$ cat config.mk
export PLATFORM = sky130hd
export DESIGN_NAME = dcc_channel_control
export DESIGN_NICKNAME = d
export VERILOG_FILES = /design/src/include/dcc_pkg.sv /design/src/hw/dcc_channel_control.sv
export SDC_FILE = /design/constraint.sdc
export NUM_CORES = 1
export LEC_CHECK = 0
export ABC_AREA = 0
export BUFFER_PORTS_ARGS = -buffer_cell sky130_fd_sc_hd__buf_2
export CAP_MARGIN = 20
export CORE_ASPECT_RATIO = 0.7
export CORE_MARGIN = 1.5
export CORE_UTILIZATION = 40
export CTS_BUF_LIST = sky130_fd_sc_hd__clkbuf_16
export DETAILED_ROUTE_END_ITERATION = 10
export PLACE_DENSITY_LB_ADDON = 0.25
export REMOVE_ABC_BUFFERS = 1
export SLEW_MARGIN = 25
export SYNTH_ARGS = -nofsm -noshare
export SYNTH_HDL_FRONTEND = slang
export SYNTH_SLANG_ARGS = --single-unit
$ cat constraint.sdc
create_clock -name clk -period 8.71 [get_ports clk]
set_input_delay 1.3065 -clock clk [delete_from_list [all_inputs] [get_ports clk]]
set_output_delay 1.3065 -clock clk [all_outputs]
set_load 0.02 [all_outputs]
$ cat src/include/dcc_pkg.sv
// Shared constants, register layout and types for the DMA channel pair control block.
`default_nettype none
package dcc_pkg;
    // Register map: two channel slots of four words each.
    localparam logic [7:0] OFS_CH_STRIDE = 8'h10;
    localparam logic [1:0] REG_MAR = 2'h0;
    localparam logic [1:0] REG_COUNT = 2'h1;
    localparam logic [1:0] REG_PERIPH = 2'h2;
    localparam logic [1:0] REG_CTRL = 2'h3;
    localparam logic [7:0] OFS_LIMIT = 8'h20;
    // Reset values and fixed address parts.
    localparam logic [7:0] CTRL_RESET = 8'h00;
    localparam logic [7:0] ADDR_TOP = 8'hff;
    localparam logic [23:0] PERIPH_UPPER = 24'hffffff;
    localparam logic [15:0] COUNT_LAST = 16'h0001;
    localparam logic [7:0] HIGH_LAST = 8'h01;
    localparam logic [23:0] STEP_BYTE = 24'h000001;
    localparam logic [23:0] STEP_WORD = 24'h000002;
    // Activation source codes.
    localparam logic [2:0] SRC_TX_EMPTY = 3'h4;
    localparam logic [2:0] SRC_RX_FULL = 3'h5;
    localparam logic [2:0] SRC_EXT_FALL = 3'h6;
    localparam logic [2:0] SRC_EXT_LOW = 3'h7;
    localparam logic [1:0] SRC_FULL_MODE = 2'h3;
    // AXI responses.
    localparam logic [1:0] RESP_OKAY = 2'h0;
    localparam logic [1:0] RESP_DECERR = 2'h3;

    // Channel control register fields, bit 7 down to bit 0.
    typedef struct packed {
        logic enable;
        logic size;
        logic dir;
        logic repeatSel;
        logic irqEn;
        logic [2:0] src;
    } dcc_ctrl_t;

    typedef enum {MODE_IO, MODE_REPEAT, MODE_IDLE} dcc_mode_t;

    // One request on the system bus.
    typedef struct packed {
        logic [31:0] addr;
        logic write;
        logic word;
        logic [15:0] wdata;
    } dcc_bus_req_t;

    // Repeat select and interrupt enable together pick the mode.
    function automatic dcc_mode_t dcc_mode(input dcc_ctrl_t c);
        if (!c.repeatSel) begin
            return MODE_IO;
        end
        return c.irqEn ? MODE_IDLE : MODE_REPEAT;
    endfunction : dcc_mode

    // Byte-lane merge of a bus write into an old register value.
    function automatic logic [31:0] dcc_merge(input logic [31:0] old, input logic [31:0] nw,
                                              input logic [3:0] strb);
        logic [31:0] r;
        r = old;
        for (int i = 0; i < 4; i++) begin
            if (strb[i]) begin
                r[i*8 +: 8] = nw[i*8 +: 8];
            end
        end
        return r;
    endfunction : dcc_merge

    // Memory address step: 1 or 2, up or down.
    function automatic logic [23:0] dcc_step(input logic [23:0] a, input logic word,
                                             input logic down);
        logic [23:0] s;
        s = word ? STEP_WORD : STEP_BYTE;
        return down ? a - s : a + s;
    endfunction : dcc_step
endpackage : dcc_pkg
`default_nettype wire

$ cat src/hw/dcc_channel_control.sv
// DMA channel pair control: registers, request selection, transfer sequencing.
//
// The AXI4-Lite interface to the registers and the placing of the registers were decided locally.
`timescale 1ns/1ps
`default_nettype none
module dcc_channel_control (
    // Clock, reset and power state.
    input wire logic clk,
    input wire logic rst_b,
    input wire logic standby,
    // AXI4-Lite register slave.
    input wire logic [7:0] s_axi_awaddr,
    input wire logic s_axi_awvalid,
    output logic s_axi_awready,
    input wire logic [31:0] s_axi_wdata,
    input wire logic [3:0] s_axi_wstrb,
    input wire logic s_axi_wvalid,
    output logic s_axi_wready,
    output logic [1:0] s_axi_bresp,
    output logic s_axi_bvalid,
    input wire logic s_axi_bready,
    input wire logic [7:0] s_axi_araddr,
    input wire logic s_axi_arvalid,
    output logic s_axi_arready,
    output logic [31:0] s_axi_rdata,
    output logic [1:0] s_axi_rresp,
    output logic s_axi_rvalid,
    input wire logic s_axi_rready,
    // Activation events from timer and serial port, and the CPU requests they feed.
    input wire logic [3:0] timerEvent,
    input wire logic txEmptyEvent,
    input wire logic rxFullEvent,
    output logic [3:0] timerIrq,
    output logic txEmptyIrq,
    output logic rxFullIrq,
    // External request pin for channel B, active low.
    input wire logic externalRequestIn_b,
    // End-of-transfer interrupts, index 0 is channel A.
    output logic [1:0] endOfTransferIrq,
    // System bus master port.
    output logic busValid,
    output dcc_pkg::dcc_bus_req_t busReq,
    input wire logic busReady,
    input wire logic [15:0] busRdata
);
    import dcc_pkg::*;

    typedef enum {ST_IDLE, ST_READ, ST_WRITE} dcc_state_t;

    dcc_ctrl_t ctrl_q [2];
    logic [23:0] memAddr_q [2];
    logic [15:0] count_q [2];
    logic [7:0] periphAddr_q [2];
    logic [1:0] armed_q;
    logic [1:0] pending_q;
    logic [1:0] enPrev_q;
    logic [1:0] irq_q;
    dcc_state_t state_q;
    logic cur_q;
    logic [15:0] data_q;
    logic extSync1_q, extSync2_q, extPrev_q;
    logic awHeld_q, wHeld_q, bvalid_q, rvalid_q;
    logic [7:0] awAddr_q;
    logic [31:0] wData_q, rdata_q;
    logic [3:0] wStrb_q;
    logic [1:0] bresp_q, rresp_q;

    logic fullMode, extFall, extLow, wrDo, arFire, xferDone, terminal, startXfer, grantCh;
    logic [1:0] hit;
    logic [5:0] claim;
    dcc_mode_t curMode;

    ////////////////////////////////////////////////////////////////////////////////
    // Request pin synchroniser; the second stage and its delayed copy feed detection logic.
    always_ff @(posedge clk) begin
        if (!rst_b) begin
            extSync1_q <= 1'b1;
            extSync2_q <= 1'b1;
            extPrev_q <= 1'b1;
        end else begin
            extSync1_q <= externalRequestIn_b;
            extSync2_q <= extSync1_q;
            extPrev_q <= extSync2_q;
        end
    end

    // Falling edge and low level seen after synchronising.
    assign extFall = extPrev_q & ~extSync2_q;
    assign extLow = ~extSync2_q;

    ////////////////////////////////////////////////////////////////////////////////
    // Mode and source decode.
    assign fullMode = (ctrl_q[0].src[2:1] == SRC_FULL_MODE);

    // Source match per channel; code 6/7 on channel A means full mode instead.
    always_comb begin
        hit = 2'b00;
        for (int ch = 0; ch < 2; ch++) begin
            unique case (ctrl_q[ch].src)
                3'h0, 3'h1, 3'h2, 3'h3: hit[ch] = timerEvent[ctrl_q[ch].src[1:0]];
                SRC_TX_EMPTY: hit[ch] = txEmptyEvent;
                SRC_RX_FULL: hit[ch] = rxFullEvent;
                SRC_EXT_FALL: hit[ch] = (ch == 1) && extFall;
                SRC_EXT_LOW: hit[ch] = (ch == 1) && extLow;
            endcase
        end
        // The joined channel runs its transfers back to back on its own.
        if (fullMode) begin
            hit = 2'b01;
        end
    end

    // Events claimed by enabled short-address channels never reach the CPU.
    always_comb begin
        claim = 6'h00;
        for (int ch = 0; ch < 2; ch++) begin
            if (ctrl_q[ch].enable && !fullMode && ctrl_q[ch].src < SRC_EXT_FALL) begin
                claim[ctrl_q[ch].src] = 1'b1;
            end
        end
    end

    assign timerIrq = timerEvent & ~claim[3:0];
    assign txEmptyIrq = txEmptyEvent & ~claim[4];
    assign rxFullIrq = rxFullEvent & ~claim[5];

    ////////////////////////////////////////////////////////////////////////////////
    // Pending requests; a new event in the cycle a transfer starts is kept.
    always_ff @(posedge clk) begin
        if (!rst_b || standby) begin
            pending_q <= 2'b00;
        end else begin
            for (int ch = 0; ch < 2; ch++) begin
                if (!ctrl_q[ch].enable || (ch == 1 && fullMode)) begin
                    pending_q[ch] <= 1'b0;
                end else if (hit[ch]) begin
                    pending_q[ch] <= 1'b1;
                end else if (startXfer && grantCh == ch[0]) begin
                    pending_q[ch] <= 1'b0;
                end
            end
        end
    end

    // Channel A wins when both are waiting, so a shared source runs A then B.
    assign startXfer = (state_q == ST_IDLE) && (pending_q != 2'b00);
    assign grantCh = !pending_q[0];

    ////////////////////////////////////////////////////////////////////////////////
    // Transfer sequencer: one read then one write per transfer.
    always_ff @(posedge clk) begin
        if (!rst_b || standby) begin
            state_q <= ST_IDLE;
            cur_q <= 1'b0;
            data_q <= 16'h0000;
        end else begin
            unique case (state_q)
                ST_IDLE: begin
                    if (startXfer) begin
                        cur_q <= grantCh;
                        state_q <= ST_READ;
                    end
                end
                ST_READ: begin
                    if (busReady) begin
                        data_q <= busRdata;
                        state_q <= ST_WRITE;
                    end
                end
                ST_WRITE: begin
                    if (busReady) begin
                        state_q <= ST_IDLE;
                    end
                end
            endcase
        end
    end

    assign xferDone = (state_q == ST_WRITE) && busReady;
    assign curMode = fullMode ? MODE_IO : dcc_mode(ctrl_q[cur_q]);
    assign terminal = xferDone && curMode != MODE_REPEAT && count_q[cur_q] == COUNT_LAST;

    // Bus request; receive-full activation reads the peripheral side.
    always_comb begin
        logic [31:0] memSide, perSide;
        memSide = {ADDR_TOP, memAddr_q[cur_q]};
        perSide = {PERIPH_UPPER, periphAddr_q[cur_q]};
        busValid = (state_q != ST_IDLE);
        busReq.write = (state_q == ST_WRITE);
        busReq.word = ctrl_q[cur_q].size;
        busReq.wdata = data_q;
        if (fullMode) begin
            busReq.addr = busReq.write ? {ADDR_TOP, memAddr_q[1]} : memSide;
        end else if (ctrl_q[cur_q].src == SRC_RX_FULL) begin
            busReq.addr = busReq.write ? memSide : perSide;
        end else begin
            busReq.addr = busReq.write ? perSide : memSide;
        end
    end

    ////////////////////////////////////////////////////////////////////////////////
    // AXI write channel: address and data are taken independently, then answered.
    assign s_axi_awready = !awHeld_q;
    assign s_axi_wready = !wHeld_q;
    assign s_axi_bvalid = bvalid_q;
    assign s_axi_bresp = bresp_q;
    assign wrDo = awHeld_q && wHeld_q && !bvalid_q;

    always_ff @(posedge clk) begin
        if (!rst_b) begin
            awHeld_q <= 1'b0;
            wHeld_q <= 1'b0;
            bvalid_q <= 1'b0;
            bresp_q <= RESP_OKAY;
            awAddr_q <= 8'h00;
            wData_q <= 32'h0000_0000;
            wStrb_q <= 4'h0;
        end else begin
            if (s_axi_awvalid && !awHeld_q) begin
                awHeld_q <= 1'b1;
                awAddr_q <= s_axi_awaddr;
            end
            if (s_axi_wvalid && !wHeld_q) begin
                wHeld_q <= 1'b1;
                wData_q <= s_axi_wdata;
                wStrb_q <= s_axi_wstrb;
            end
            if (wrDo) begin
                awHeld_q <= 1'b0;
                wHeld_q <= 1'b0;
                bvalid_q <= 1'b1;
                bresp_q <= (awAddr_q < OFS_LIMIT) ? RESP_OKAY : RESP_DECERR;
            end else if (bvalid_q && s_axi_bready) begin
                bvalid_q <= 1'b0;
            end
        end
    end

    // AXI read channel; data are captured at the address handshake.
    assign s_axi_arready = !rvalid_q;
    assign s_axi_rvalid = rvalid_q;
    assign s_axi_rdata = rdata_q;
    assign s_axi_rresp = rresp_q;
    assign arFire = s_axi_arvalid && !rvalid_q;

    always_ff @(posedge clk) begin
        if (!rst_b) begin
            rvalid_q <= 1'b0;
            rdata_q <= 32'h0000_0000;
            rresp_q <= RESP_OKAY;
        end else if (arFire) begin
            rvalid_q <= 1'b1;
            rresp_q <= (s_axi_araddr < OFS_LIMIT) ? RESP_OKAY : RESP_DECERR;
            rdata_q <= 32'h0000_0000;
            if (s_axi_araddr < OFS_LIMIT) begin
                unique case (s_axi_araddr[3:2])
                    REG_MAR: rdata_q <= {ADDR_TOP, memAddr_q[s_axi_araddr[4]]};
                    REG_COUNT: rdata_q <= {16'h0000, count_q[s_axi_araddr[4]]};
                    REG_PERIPH: rdata_q <= {24'h000000, periphAddr_q[s_axi_araddr[4]]};
                    REG_CTRL: rdata_q <= {24'h000000, ctrl_q[s_axi_araddr[4]]};
                endcase
            end
        end else if (s_axi_rready) begin
            rvalid_q <= 1'b0;
        end
    end

    ////////////////////////////////////////////////////////////////////////////////
    // Address and count registers; no reset, so they hold across reset and standby.
    always_ff @(posedge clk) begin
        for (int ch = 0; ch < 2; ch++) begin
            // Hardware update at the end of each transfer.
            if (xferDone && (cur_q == ch[0] || fullMode)) begin
                if (fullMode) begin
                    memAddr_q[ch] <= dcc_step(memAddr_q[ch], ctrl_q[0].size, ctrl_q[0].dir);
                end else if (curMode != MODE_IDLE) begin
                    memAddr_q[ch] <= dcc_step(memAddr_q[ch], ctrl_q[ch].size, ctrl_q[ch].dir);
                end
                if (ch == 0 || !fullMode) begin
                    if (curMode == MODE_REPEAT && count_q[ch][15:8] == HIGH_LAST) begin
                        count_q[ch][15:8] <= count_q[ch][7:0];
                    end else if (curMode == MODE_REPEAT) begin
                        count_q[ch][15:8] <= count_q[ch][15:8] - 8'h01;
                    end else begin
                        count_q[ch] <= count_q[ch] - 16'h0001;
                    end
                end
            end
            // Software write wins over the hardware update in the same cycle.
            if (wrDo && awAddr_q < OFS_LIMIT && awAddr_q[4] == ch[0]) begin
                unique case (awAddr_q[3:2])
                    REG_MAR: begin
                        memAddr_q[ch] <= 24'(dcc_merge({ADDR_TOP, memAddr_q[ch]}, wData_q,
                                                       wStrb_q));
                    end
                    REG_COUNT: begin
                        count_q[ch] <= 16'(dcc_merge({16'h0000, count_q[ch]}, wData_q,
                                                     wStrb_q));
                    end
                    REG_PERIPH: begin
                        periphAddr_q[ch] <= 8'(dcc_merge({24'h000000, periphAddr_q[ch]},
                                                         wData_q, wStrb_q));
                    end
                    REG_CTRL: begin
                    end
                endcase
            end
        end
    end

    ////////////////////////////////////////////////////////////////////////////////
    // Control registers and the read-before-enable guard.
    always_ff @(posedge clk) begin
        if (!rst_b || standby) begin
            ctrl_q[0] <= CTRL_RESET;
            ctrl_q[1] <= CTRL_RESET;
            armed_q <= 2'b00;
        end else begin
            for (int ch = 0; ch < 2; ch++) begin
                logic [7:0] nv;
                nv = 8'(dcc_merge({24'h000000, ctrl_q[ch]}, wData_q, wStrb_q));
                if (arFire && s_axi_araddr < OFS_LIMIT && s_axi_araddr[3:2] == REG_CTRL &&
                    s_axi_araddr[4] == ch[0] && !ctrl_q[ch].enable) begin
                    armed_q[ch] <= 1'b1;
                end
                if (terminal && cur_q == ch[0]) begin
                    ctrl_q[ch].enable <= 1'b0;
                end
                if (wrDo && awAddr_q < OFS_LIMIT && awAddr_q[4] == ch[0] &&
                    awAddr_q[3:2] == REG_CTRL) begin
                    ctrl_q[ch] <= nv;
                    // A write of one is honoured only once the clear enable was read.
                    ctrl_q[ch].enable <= nv[7] && (ctrl_q[ch].enable || armed_q[ch]);
                    armed_q[ch] <= 1'b0;
                end
            end
        end
    end

    ////////////////////////////////////////////////////////////////////////////////
    // End-of-transfer interrupt: set on enable falling, held until acknowledged.
    always_ff @(posedge clk) begin
        if (!rst_b) begin
            enPrev_q <= 2'b00;
            irq_q <= 2'b00;
        end else begin
            for (int ch = 0; ch < 2; ch++) begin
                enPrev_q[ch] <= ctrl_q[ch].enable;
                if (enPrev_q[ch] && !ctrl_q[ch].enable && ctrl_q[ch].irqEn) begin
                    irq_q[ch] <= 1'b1;
                end else if (ctrl_q[ch].enable || !ctrl_q[ch].irqEn) begin
                    irq_q[ch] <= 1'b0;
                end
            end
        end
    end

    assign endOfTransferIrq = irq_q;
endmodule : dcc_channel_control
`default_nettype wire

==> results of run 1 <==
-- area by class of cell --
| type | instances | area share, % |
|---|---|---|
| clock inverters | 18 | 1.167 |
| multi-input cells | 1255 | 51.41 |
| repair buffers | 182 | 5.976 |
| clock buffers | 26 | 4.046 |
| well taps | 472 | 3.673 |
| inverters | 42 | 0.9804 |
| flip-flops and latches | 207 | 32.75 |
-- worst max-delay path, cell delays in order (launching register included) --
cell and delay (ps):
edfxtp_1 590, nor2b_1 310, nand2_1 80, o21ai_0 200, xnor2_1 140, buf_4 230, a21o_1 460, nand3_1 260
buf_2 230
-- logic make-up (layout without fill, tap and decap cells) --
kind of cell,Yosys count,count (layout),share of synthesized area [%]
other cells,1,8,0.02669
mux,71,71,7.809
compound gates,430,430,19.28
buf+inv,130,268,4.007
xor+xnor,74,74,4.613
flops,207,207,37.47
simple gates,590,590,19.33
fa+ha+maj,82,82,7.462
-- synthesized netlist by cell type, types with 32 or more instances --
| cell type | number |
|---|---|
| nor2_1 | 111 |
| nand2_1 | 259 |
| xnor2_1 | 50 |
| inv_1 | 41 |
| ha_1 | 79 |
| nor2b_1 | 44 |
| dfxtp_1 | 95 |
| clkbuf_1 | 57 |
| nand3_1 | 44 |
| o21ai_0 | 81 |
| mux2i_1 | 32 |
| edfxtp_1 | 112 |
| a21oi_1 | 134 |
-- metal layers --
metal | up-vias | share of wire [%] | GRT usage [%]
met5 | - | 0 | 0
met4 | 0 | 1.7 | 4.455
met3 | 52 | 9.5 | 5.170
met2 | 464 | 41 | 33.63
met1 | 5809 | 48 | 37.64
li1 | 5975 | - | -
-- sequential cells by signal, summed over array words and instances, names as in the netlist, 2 cells and up, named ones only --
| register | cells |
|---|---|
| memAddr_q | 48 |
| count_q | 32 |
| s_axi_rdata | 25 |
| wData_q | 24 |
| ctrl_q | 16 |
| data_q | 16 |
| periphAddr_q | 16 |
| awAddr_q | 6 |
| wStrb_q | 3 |
| armed_q | 2 |
| enPrev_q | 2 |
| endOfTransferIrq | 2 |
| pending_q | 2 |
| state_q | 2 |
-- metrics by stage --
stage	util, %	total power, mW	area (um2)	hold WS [ps]	instances
after floorplan	-	1.269	13670	386.3	1504
after global placement	43.96	1.369	15240	396.7	2158
after detailed placement	43.96	1.373	15240	394.1	2158
after CTS	46.38	2.447	16080	415.5	2202
after global routing	46.39	2.511	16080	426.8	2202
final	46.39	2.430	16080	411.1	2202
-- worst min-delay path by stage --
stage	startpoint	endpoint	slack, ps	cells past startpoint
CTS	extSync1_q	extSync2_q	420	1
detailed placement	extSync1_q	extSync2_q	390	1
global placement	extSync1_q	extSync2_q	400	1
finish	extSync1_q	extSync2_q	410	1
floorplan	extSync1_q	extSync2_q	390	1
global route	extSync1_q	extSync2_q	430	1
-- power groups by stage --
stage | registers (mW) | logic (mW) | clock network (mW)
3_5_place_dp | 1.10 | 0.271 | 0
4_1_cts | 1.08 | 0.273 | 1.09
5_1_grt | 1.08 | 0.302 | 1.13
3_3_place_gp | 1.10 | 0.267 | 0
6_report | 1.08 | 0.273 | 1.07
2_1_floorplan | 1.09 | 0.178 | 0
==> flow_summary.ini, run 1 <==
[power_and_ir_drop]
switching_share_pct = 25.21
p_switching_uw = 612.7
pwr-share-seq_pct = 44.5
vdd_drop_max_uv = 138.0
powerDensity_nw_per_um2 = 151.1
combPwrFrac_pct = 11.3
intPower_mw = 1.817
total_leakage_power_nw = 6.577
power.share.clock_pct = 44.2

[min_path]
worstHoldPathType = reg -> reg

[layout]
drive_above_1_share_pct = 16.30
diodes = 0
seqCellArea_um2 = 5266
layout_commonest_cell = nand2_1
multi_input_area_um2 = 8267
nNetsFinal = 1878
final_cell_mix = nand2_1, buf_2, a21oi_1
area_growth_pct = 14.44
fillers = 3421

[floorplan]
die_h_um = 159.8
design.core.area_um2 = 34660
die_w_um = 227.0
start_util_pct = 40.54
ios = 184
num_rows = 57
die-area_um2 = 36280

[route]
routed_wl_um = 43910
wl_per_cell_um = 19.94
vias = 12300
route.detailed.drc = 0
drtAntennaViolNets = 0
viasPerCell = 5.586
drt_iter0_markers = 1101
drtPass1Iterations = 5

[logic_synthesis]
synth_edf_count = 112
synth_async_sr_flop_share_pct = 0
yosys.area.top_type = edfxtp_1
yosysSeqAreaShare_pct = 37.47
netlist_instances = 1585
netlist-cell-type-count = 72
yosysWarnings = 0
avgSynthCellArea_um2 = 8.865
yosys-top-cells-area = edfxtp_1, dfxtp_1, ha_1, nand2_1, mux4_2
yosysTopAreaCellShare_pct = 23.94
synthFlopType = edfxtp_1
syn-cell-area_um2 = 14050
ys_ff_latch = 207

[timing]
worst_pin_slew_ps = 1040
slew_headroom_pct = 30.41
fin_crit_sh_pct = 49.75
max_clock_freq_mhz = 230.8
min_period_ps = 4334
setup_violations = 0
finalWorstSetupSlack_ps = 4376
rsz0062_at_grt = false
finalHoldViolCount = 0
slew_viol_final = 0
finalSetupTns_ps = 0
fin_skew_ps = 13.24

[cts]
holdBufCountCts = 0
cts_buffer_depth = 3
post_cts_resized = 0
clkSlewWorstSetupHoldPaths_ps = 70
cts_tree = done
clock_latency_ps = 530
cts_max_level = 1
numCtsBuffers = 24
cts.sink_count = 207
clockRootBuffer = clkbuf_16
post-cts-setup-buffers = 0

[setup_path]
r2r_end = memAddr_q[1][23]
worst-setup-path-type = reg -> out
worstPathArrival_ps = 3030
crit_path_start = ctrl_q[0][1]
worstSetupEndpointType = primary output
cp-endpoint = busReq[26]
rr_worst_depth = 13
r2r-start = ctrl_q[0][5]
regToRegSetupSlack_ps = 4540
worstPathMaxFanout = 16
required_ps = 7400
start_kind = flip-flop

[global_route]
gr-total-overflow = 0
grtUsageTotal_pct = 24.02
grt_pass1_wl_um = 67010
grt_pass1_vias = 11330
grt_start_max_net_pins = 69
antenna_found_initial = 2

[place]
place_congestion = 0.9396
preCtsSetupSlack_ps = 4522
portBuffers = 162
hpwlAfterDp_um = 32950

[job]
cap_violations = 0

[run_status]
status = finished, final reports clean
Note: power is estimated with default switching activity, not from simulation.
==> run 2: changes to the inputs <==
==> constraint.sdc (replaced) <==
create_clock -name clk -period 3.6 [get_ports clk]
set_input_delay 0.54 -clock clk [delete_from_list [all_inputs] [get_ports clk]]
set_output_delay 0.54 -clock clk [all_outputs]
set_load 0.02 [all_outputs]
==> run 2 against run 1 <==
Cell area increased by 0.70%; sequential power increased by 140%; via count up 2.2%; flip-flop and latch count unchanged; die area unchanged; clock skew about the same; global-route usage rose by 0.39 points; wire length increased by 2.2%; clock power up 130%; sequential share of layout area is 0.24 points lower; critical path depth rose by 5; cell count grew 0.73%; highest routed layer unchanged.
==> flow_summary.ini, run 2 (synthesized netlist as in run 1, its figures left out) <==
[run_status]
status = finished, final reports clean

[route]
route.detailed.drc = 0
vias = 12570
drt_iter0_markers = 1327
wl_per_cell_um = 20.23
viasPerCell = 5.665
drtPass1Iterations = 5
routed_wl_um = 44870
drtAntennaViolNets = 0

[timing]
min_period_ps = 3381
finalSetupTns_ps = 0
slew_headroom_pct = 37.99
worst_pin_slew_ps = 926.8
fin_crit_sh_pct = 93.91
rsz0062_at_grt = false
setup_violations = 0
finalHoldViolCount = 0
max_clock_freq_mhz = 295.8
slew_viol_final = 0
fin_skew_ps = 13.63

[setup_path]
worst-setup-path-type = reg -> reg
required_ps = 3880
r2r_end = memAddr_q[1][18]
start_kind = flip-flop
regToRegSetupSlack_ps = 220
worstSetupEndpointType = flip-flop
r2r-start = ctrl_q[0][6]
rr_worst_depth = 13
worstPathMaxFanout = 4
worstPathArrival_ps = 3660

[job]
cap_violations = 0

[power_and_ir_drop]
power_mw = 5.780
total_leakage_power_nw = 6.645
vdd_drop_max_uv = 362.6
powerDensity_nw_per_um2 = 356.9

[global_route]
grt_start_max_net_pins = 47
grt_pass1_vias = 11560
antenna_found_initial = 2
gr-total-overflow = 0
grt_pass1_wl_um = 67940
grtUsageTotal_pct = 24.41

[floorplan]
start_util_pct = 40.54
die_h_um = 159.8
die-area_um2 = 36280
num_rows = 57
design.core.area_um2 = 34660
die_w_um = 227.0
ios = 184

[layout]
layout_commonest_cell = nand2_1
nNetsFinal = 1893
fillers = 3387
drive_above_1_share_pct = 17.24
diodes = 0
regMostFlops = memAddr_q
largest_register_ff_count = 48
area_growth_pct = 15.24
final_cell_mix = nand2_1, buf_2, a21oi_1

[cts]
cts_tree = done
clock_latency_ps = 540
clockRootBuffer = clkbuf_16
cts_buffer_depth = 3
cts.sink_count = 207
cts_max_level = 1
clkSlewWorstSetupHoldPaths_ps = 60
numCtsBuffers = 25
holdBufCountCts = 0

[min_path]
hold_end = extSync1_q
worstHoldPathType = in -> reg
min_path_cells = 2
holdCritStartpoint = externalRequestIn_b

[place]
hpwlAfterDp_um = 34070
portBuffers = 162
place_congestion = 0.9602
run 2: power breakdown:
| group | leakage (nW) | switching, mW | internal [mW] |
|---|---|---|---|
| logic | 4.40 | 0.397 | 0.287 |
| clock network | 0.409 | 1.04 | 1.44 |
| registers | 1.83 | 0.0833 | 2.53 |
run 2: per-layer routing:
| layer | GRT usage, % | up-vias | wire length (um) |
|---|---|---|---|
| met5 | 0 | - | 0 |
| met4 | 6.592 | 0 | 1190 |
| met3 | 5.961 | 70 | 4490 |
| met2 | 33.42 | 541 | 17990 |
| met1 | 37.65 | 5943 | 21190 |
| li1 | - | 6012 | - |
run 2: metrics by stage:
stage | std cells | util (%) | hold WS, ps | setup slack, ps | area (um2)
2_1_floorplan | 1504 | - | 386.3 | -310.8 | 13670
3_3_place_gp | 2171 | 44.27 | 392.3 | 172.2 | 15350
3_5_place_dp | 2171 | 44.27 | 398.0 | 100.7 | 15350
4_1_cts | 2217 | 46.56 | 178.4 | 81.20 | 16140
5_1_grt | 2218 | 46.72 | 195.0 | 8.785 | 16190
6_report | 2218 | 46.72 | 186.9 | 219.1 | 16190
run 2: how the worst max path moves through the flow:
| stage | from | to | depth (start not counted) |
|---|---|---|---|
| after floorplan | ctrl_q[0][5] | memAddr_q[0][17] | 12 |
| after global placement | ctrl_q[0][6] | memAddr_q[0][21] | 12 |
| after detailed placement | ctrl_q[0][6] | memAddr_q[0][21] | 12 |
| after CTS | memAddr_q[1][0] | memAddr_q[1][22] | 13 |
| after global routing | ctrl_q[0][6] | memAddr_q[1][18] | 13 |
| final | ctrl_q[0][6] | memAddr_q[1][18] | 13 |
run 2: layout make-up:
| type | instances | area, um2 | area share (%) |
|---|---|---|---|
| Multi-Input combinational cell | 1255 | 8308 | 51.31 |
| Sequential cell | 207 | 5265 | 32.51 |
| Timing Repair Buffer | 196 | 1079 | 6.660 |
| Clock buffer | 26 | 650.6 | 4.018 |
| Tap cell | 472 | 590.6 | 3.647 |
| Inverter | 42 | 157.7 | 0.9736 |
| Clock inverter | 20 | 142.6 | 0.8809 |
run 2: repair_timing:
| item | 4_1_cts | 5_1_grt |
|---|---|---|
| setup endpoints to repair | 0 | 12 |
| gates resized for setup | 0 | 9 |
| buffers inserted | 0 | 1 |
run 2: worst max-delay path, cell delays in order (launching register included):
cell and delay (ps):
edfxtp_1 470, inv_1 160, ha_1 180, inv_1 60, fa_1 390, a21o_1 180, a21oi_1 250, o21a_1 190
o31ai_2 100, a31oi_1 350, o21ai_2 140, a21oi_1 230, xnor2_1 90, a221o_1 310
==> run 3: changes to the inputs <==
--- a/config.mk
+++ b/config.mk
@@ -14,7 +14,6 @@
 export CTS_BUF_LIST = sky130_fd_sc_hd__clkbuf_16
 export DETAILED_ROUTE_END_ITERATION = 10
 export PLACE_DENSITY_LB_ADDON = 0.25
-export REMOVE_ABC_BUFFERS = 1
 export SLEW_MARGIN = 25
 export SYNTH_ARGS = -nofsm -noshare
 export SYNTH_HDL_FRONTEND = slang
==> run 3 against run 2 <==
Sequential power about the same; critical path type is now reg -> out; sequential share of layout area up 0.22 points; die area unchanged; worst hold slack better by 41 ps; critical path depth down 7; global-route usage up 0.29 points; utilization down 0.32 points; power down 4.0%; cell area down 0.68%; clock skew down 1.1 ps; highest routed layer unchanged.
==> flow_summary.ini, run 3 (synthesized netlist as in run 1, its figures left out) <==
[timing]
slew_headroom_pct = 35.02
worst_pin_slew_ps = 971.2
slew_viol_final = 0
fin_crit_sh_pct = 96.09
holdWs_ps = 227.7
max_clock_freq_mhz = 289.1
min_period_ps = 3459
setup_violations = 0
rsz0062_at_grt = false
fin_skew_ps = 12.53
finalHoldViolCount = 0

[cts]
cts.sink_count = 207
cts_buffer_depth = 3
clockRootBuffer = clkbuf_16
cts_max_level = 1
numCtsBuffers = 23
cts_tree = done
clock_latency_ps = 540
clkSlewWorstSetupHoldPaths_ps = 60
holdBufCountCts = 0

[layout]
diodes = 0
regMostFlops = memAddr_q
area_growth_pct = 14.46
final_cell_mix = nand2_1, buf_2, a21oi_1
nNetsFinal = 1886
drive_above_1_share_pct = 17.50
largest_register_ff_count = 48
fin_area_um2 = 16080
layout_commonest_cell = nand2_1

[place]
portBuffers = 162
place_congestion = 0.9249
hpwlAfterDp_um = 34720
place_area_um2 = 15360

[power_and_ir_drop]
powerDensity_nw_per_um2 = 345.1
power_mw = 5.550
total_leakage_power_nw = 6.579
vdd_drop_max_uv = 286.3

[floorplan]
die_w_um = 227.0
die_h_um = 159.8
design.core.area_um2 = 34660
num_rows = 57
ios = 184
die-area_um2 = 36280
start_util_pct = 40.54

[min_path]
min_path_cells = 2
worstHoldPathType = in -> reg
holdCritStartpoint = externalRequestIn_b
hold_end = extSync1_q

[route]
drtAntennaViolNets = 0
drt_iter0_markers = 1504
vias = 12530
wl_per_cell_um = 20.66
drtPass1Iterations = 5
routed_wl_um = 45640
route.detailed.drc = 0
viasPerCell = 5.674

[setup_path]
worstPathMaxFanout = 16
regToRegSetupSlack_ps = 230
worstPathArrival_ps = 2920
r2r-start = ctrl_q[0][6]
required_ps = 3060
worstSetupEndpointType = primary output
r2r_end = memAddr_q[1][18]
start_kind = flip-flop
rr_worst_depth = 13
worst-setup-path-type = reg -> out

[global_route]
grt_pass1_vias = 11500
grtUsageTotal_pct = 24.70
grt_pass1_wl_um = 68520
gr-total-overflow = 0
grt_start_max_net_pins = 71
antenna_found_initial = 2

[job]
cap_violations = 0

[run_status]
status = finished, final reports clean
## run 3: cell count changes in the layout (fill, tap and decap cells not counted), moves of 2 or more
cell / change
buf_4: -5
clkinv_2: +4
inv_4: +3
clkbuf_16: -2
clkinv_1: -5
bufinv_16: -2
o21ai_2: +2
o21ai_1: -2
inv_1: -3
## run 3: worst max-delay path by stage
stage / from / slack, ps / endpoint / depth (start not counted)
after floorplan: ctrl_q[0][5] / -90 / memAddr_q[1][23] / 12
after global placement: ctrl_q[0][6] / 210 / memAddr_q[0][22] / 14
after detailed placement: ctrl_q[0][6] / 190 / memAddr_q[0][22] / 14
after CTS: state_q[0] / 150 / busReq[32] / 6
after global routing: ctrl_q[0][1] / 30 / busReq[31] / 7
final: state_q[0] / 140 / busReq[31] / 6
## run 3: final cells by class
type                            count  area, um2
Fill cell                        3399      18580
Clock buffer                       24      600.6
Inverter                           42      157.7
Multi-Input combinational cell   1255       8333
Clock inverter                     18      95.09
Tap cell                          472      590.6
Sequential cell                   207       5265
Timing Repair Buffer              191       1041
## run 3: repair_timing
item | CTS | global route
endpoints found under the setup margin | 8 | 5
buffers inserted | 0 | 0
resized for setup | 1 | 4
pin swaps | 0 | 0
## run 3: per-layer routing
metal | up-vias | GRT usage (%) | share of wire (%)
li1 | 5989 | - | -
met1 | 5959 | 38.96 | 47
met2 | 542 | 33.15 | 39
met3 | 43 | 7.121 | 12
met4 | 0 | 3.943 | 1.3
met5 | - | 0 | 0
## run 3: through the flow
step	cells	setup WS [ps]	util, %	setup TNS (ps)
final	2209	140.9	46.40	0
after global routing	2209	25.72	46.40	0
after CTS	2209	154.9	46.33	0
after detailed placement	2167	185.8	44.30	0
after global placement	2167	214.4	44.30	0
after floorplan	1592	-85.12	-	-224.7
## run 3: worst max-delay path, stage by stage (launching register included)
cell and delay [ps]:
dfxtp_1 380, inv_1 80, ha_1 420, xnor2_2 480
a21o_1 540, nand3_1 230, buf_2 240
## run 3: report_power, final
group,switching [mW],internal [mW]
logic,0.392,0.284
registers,0.0885,2.53
clock network,1.04,1.22
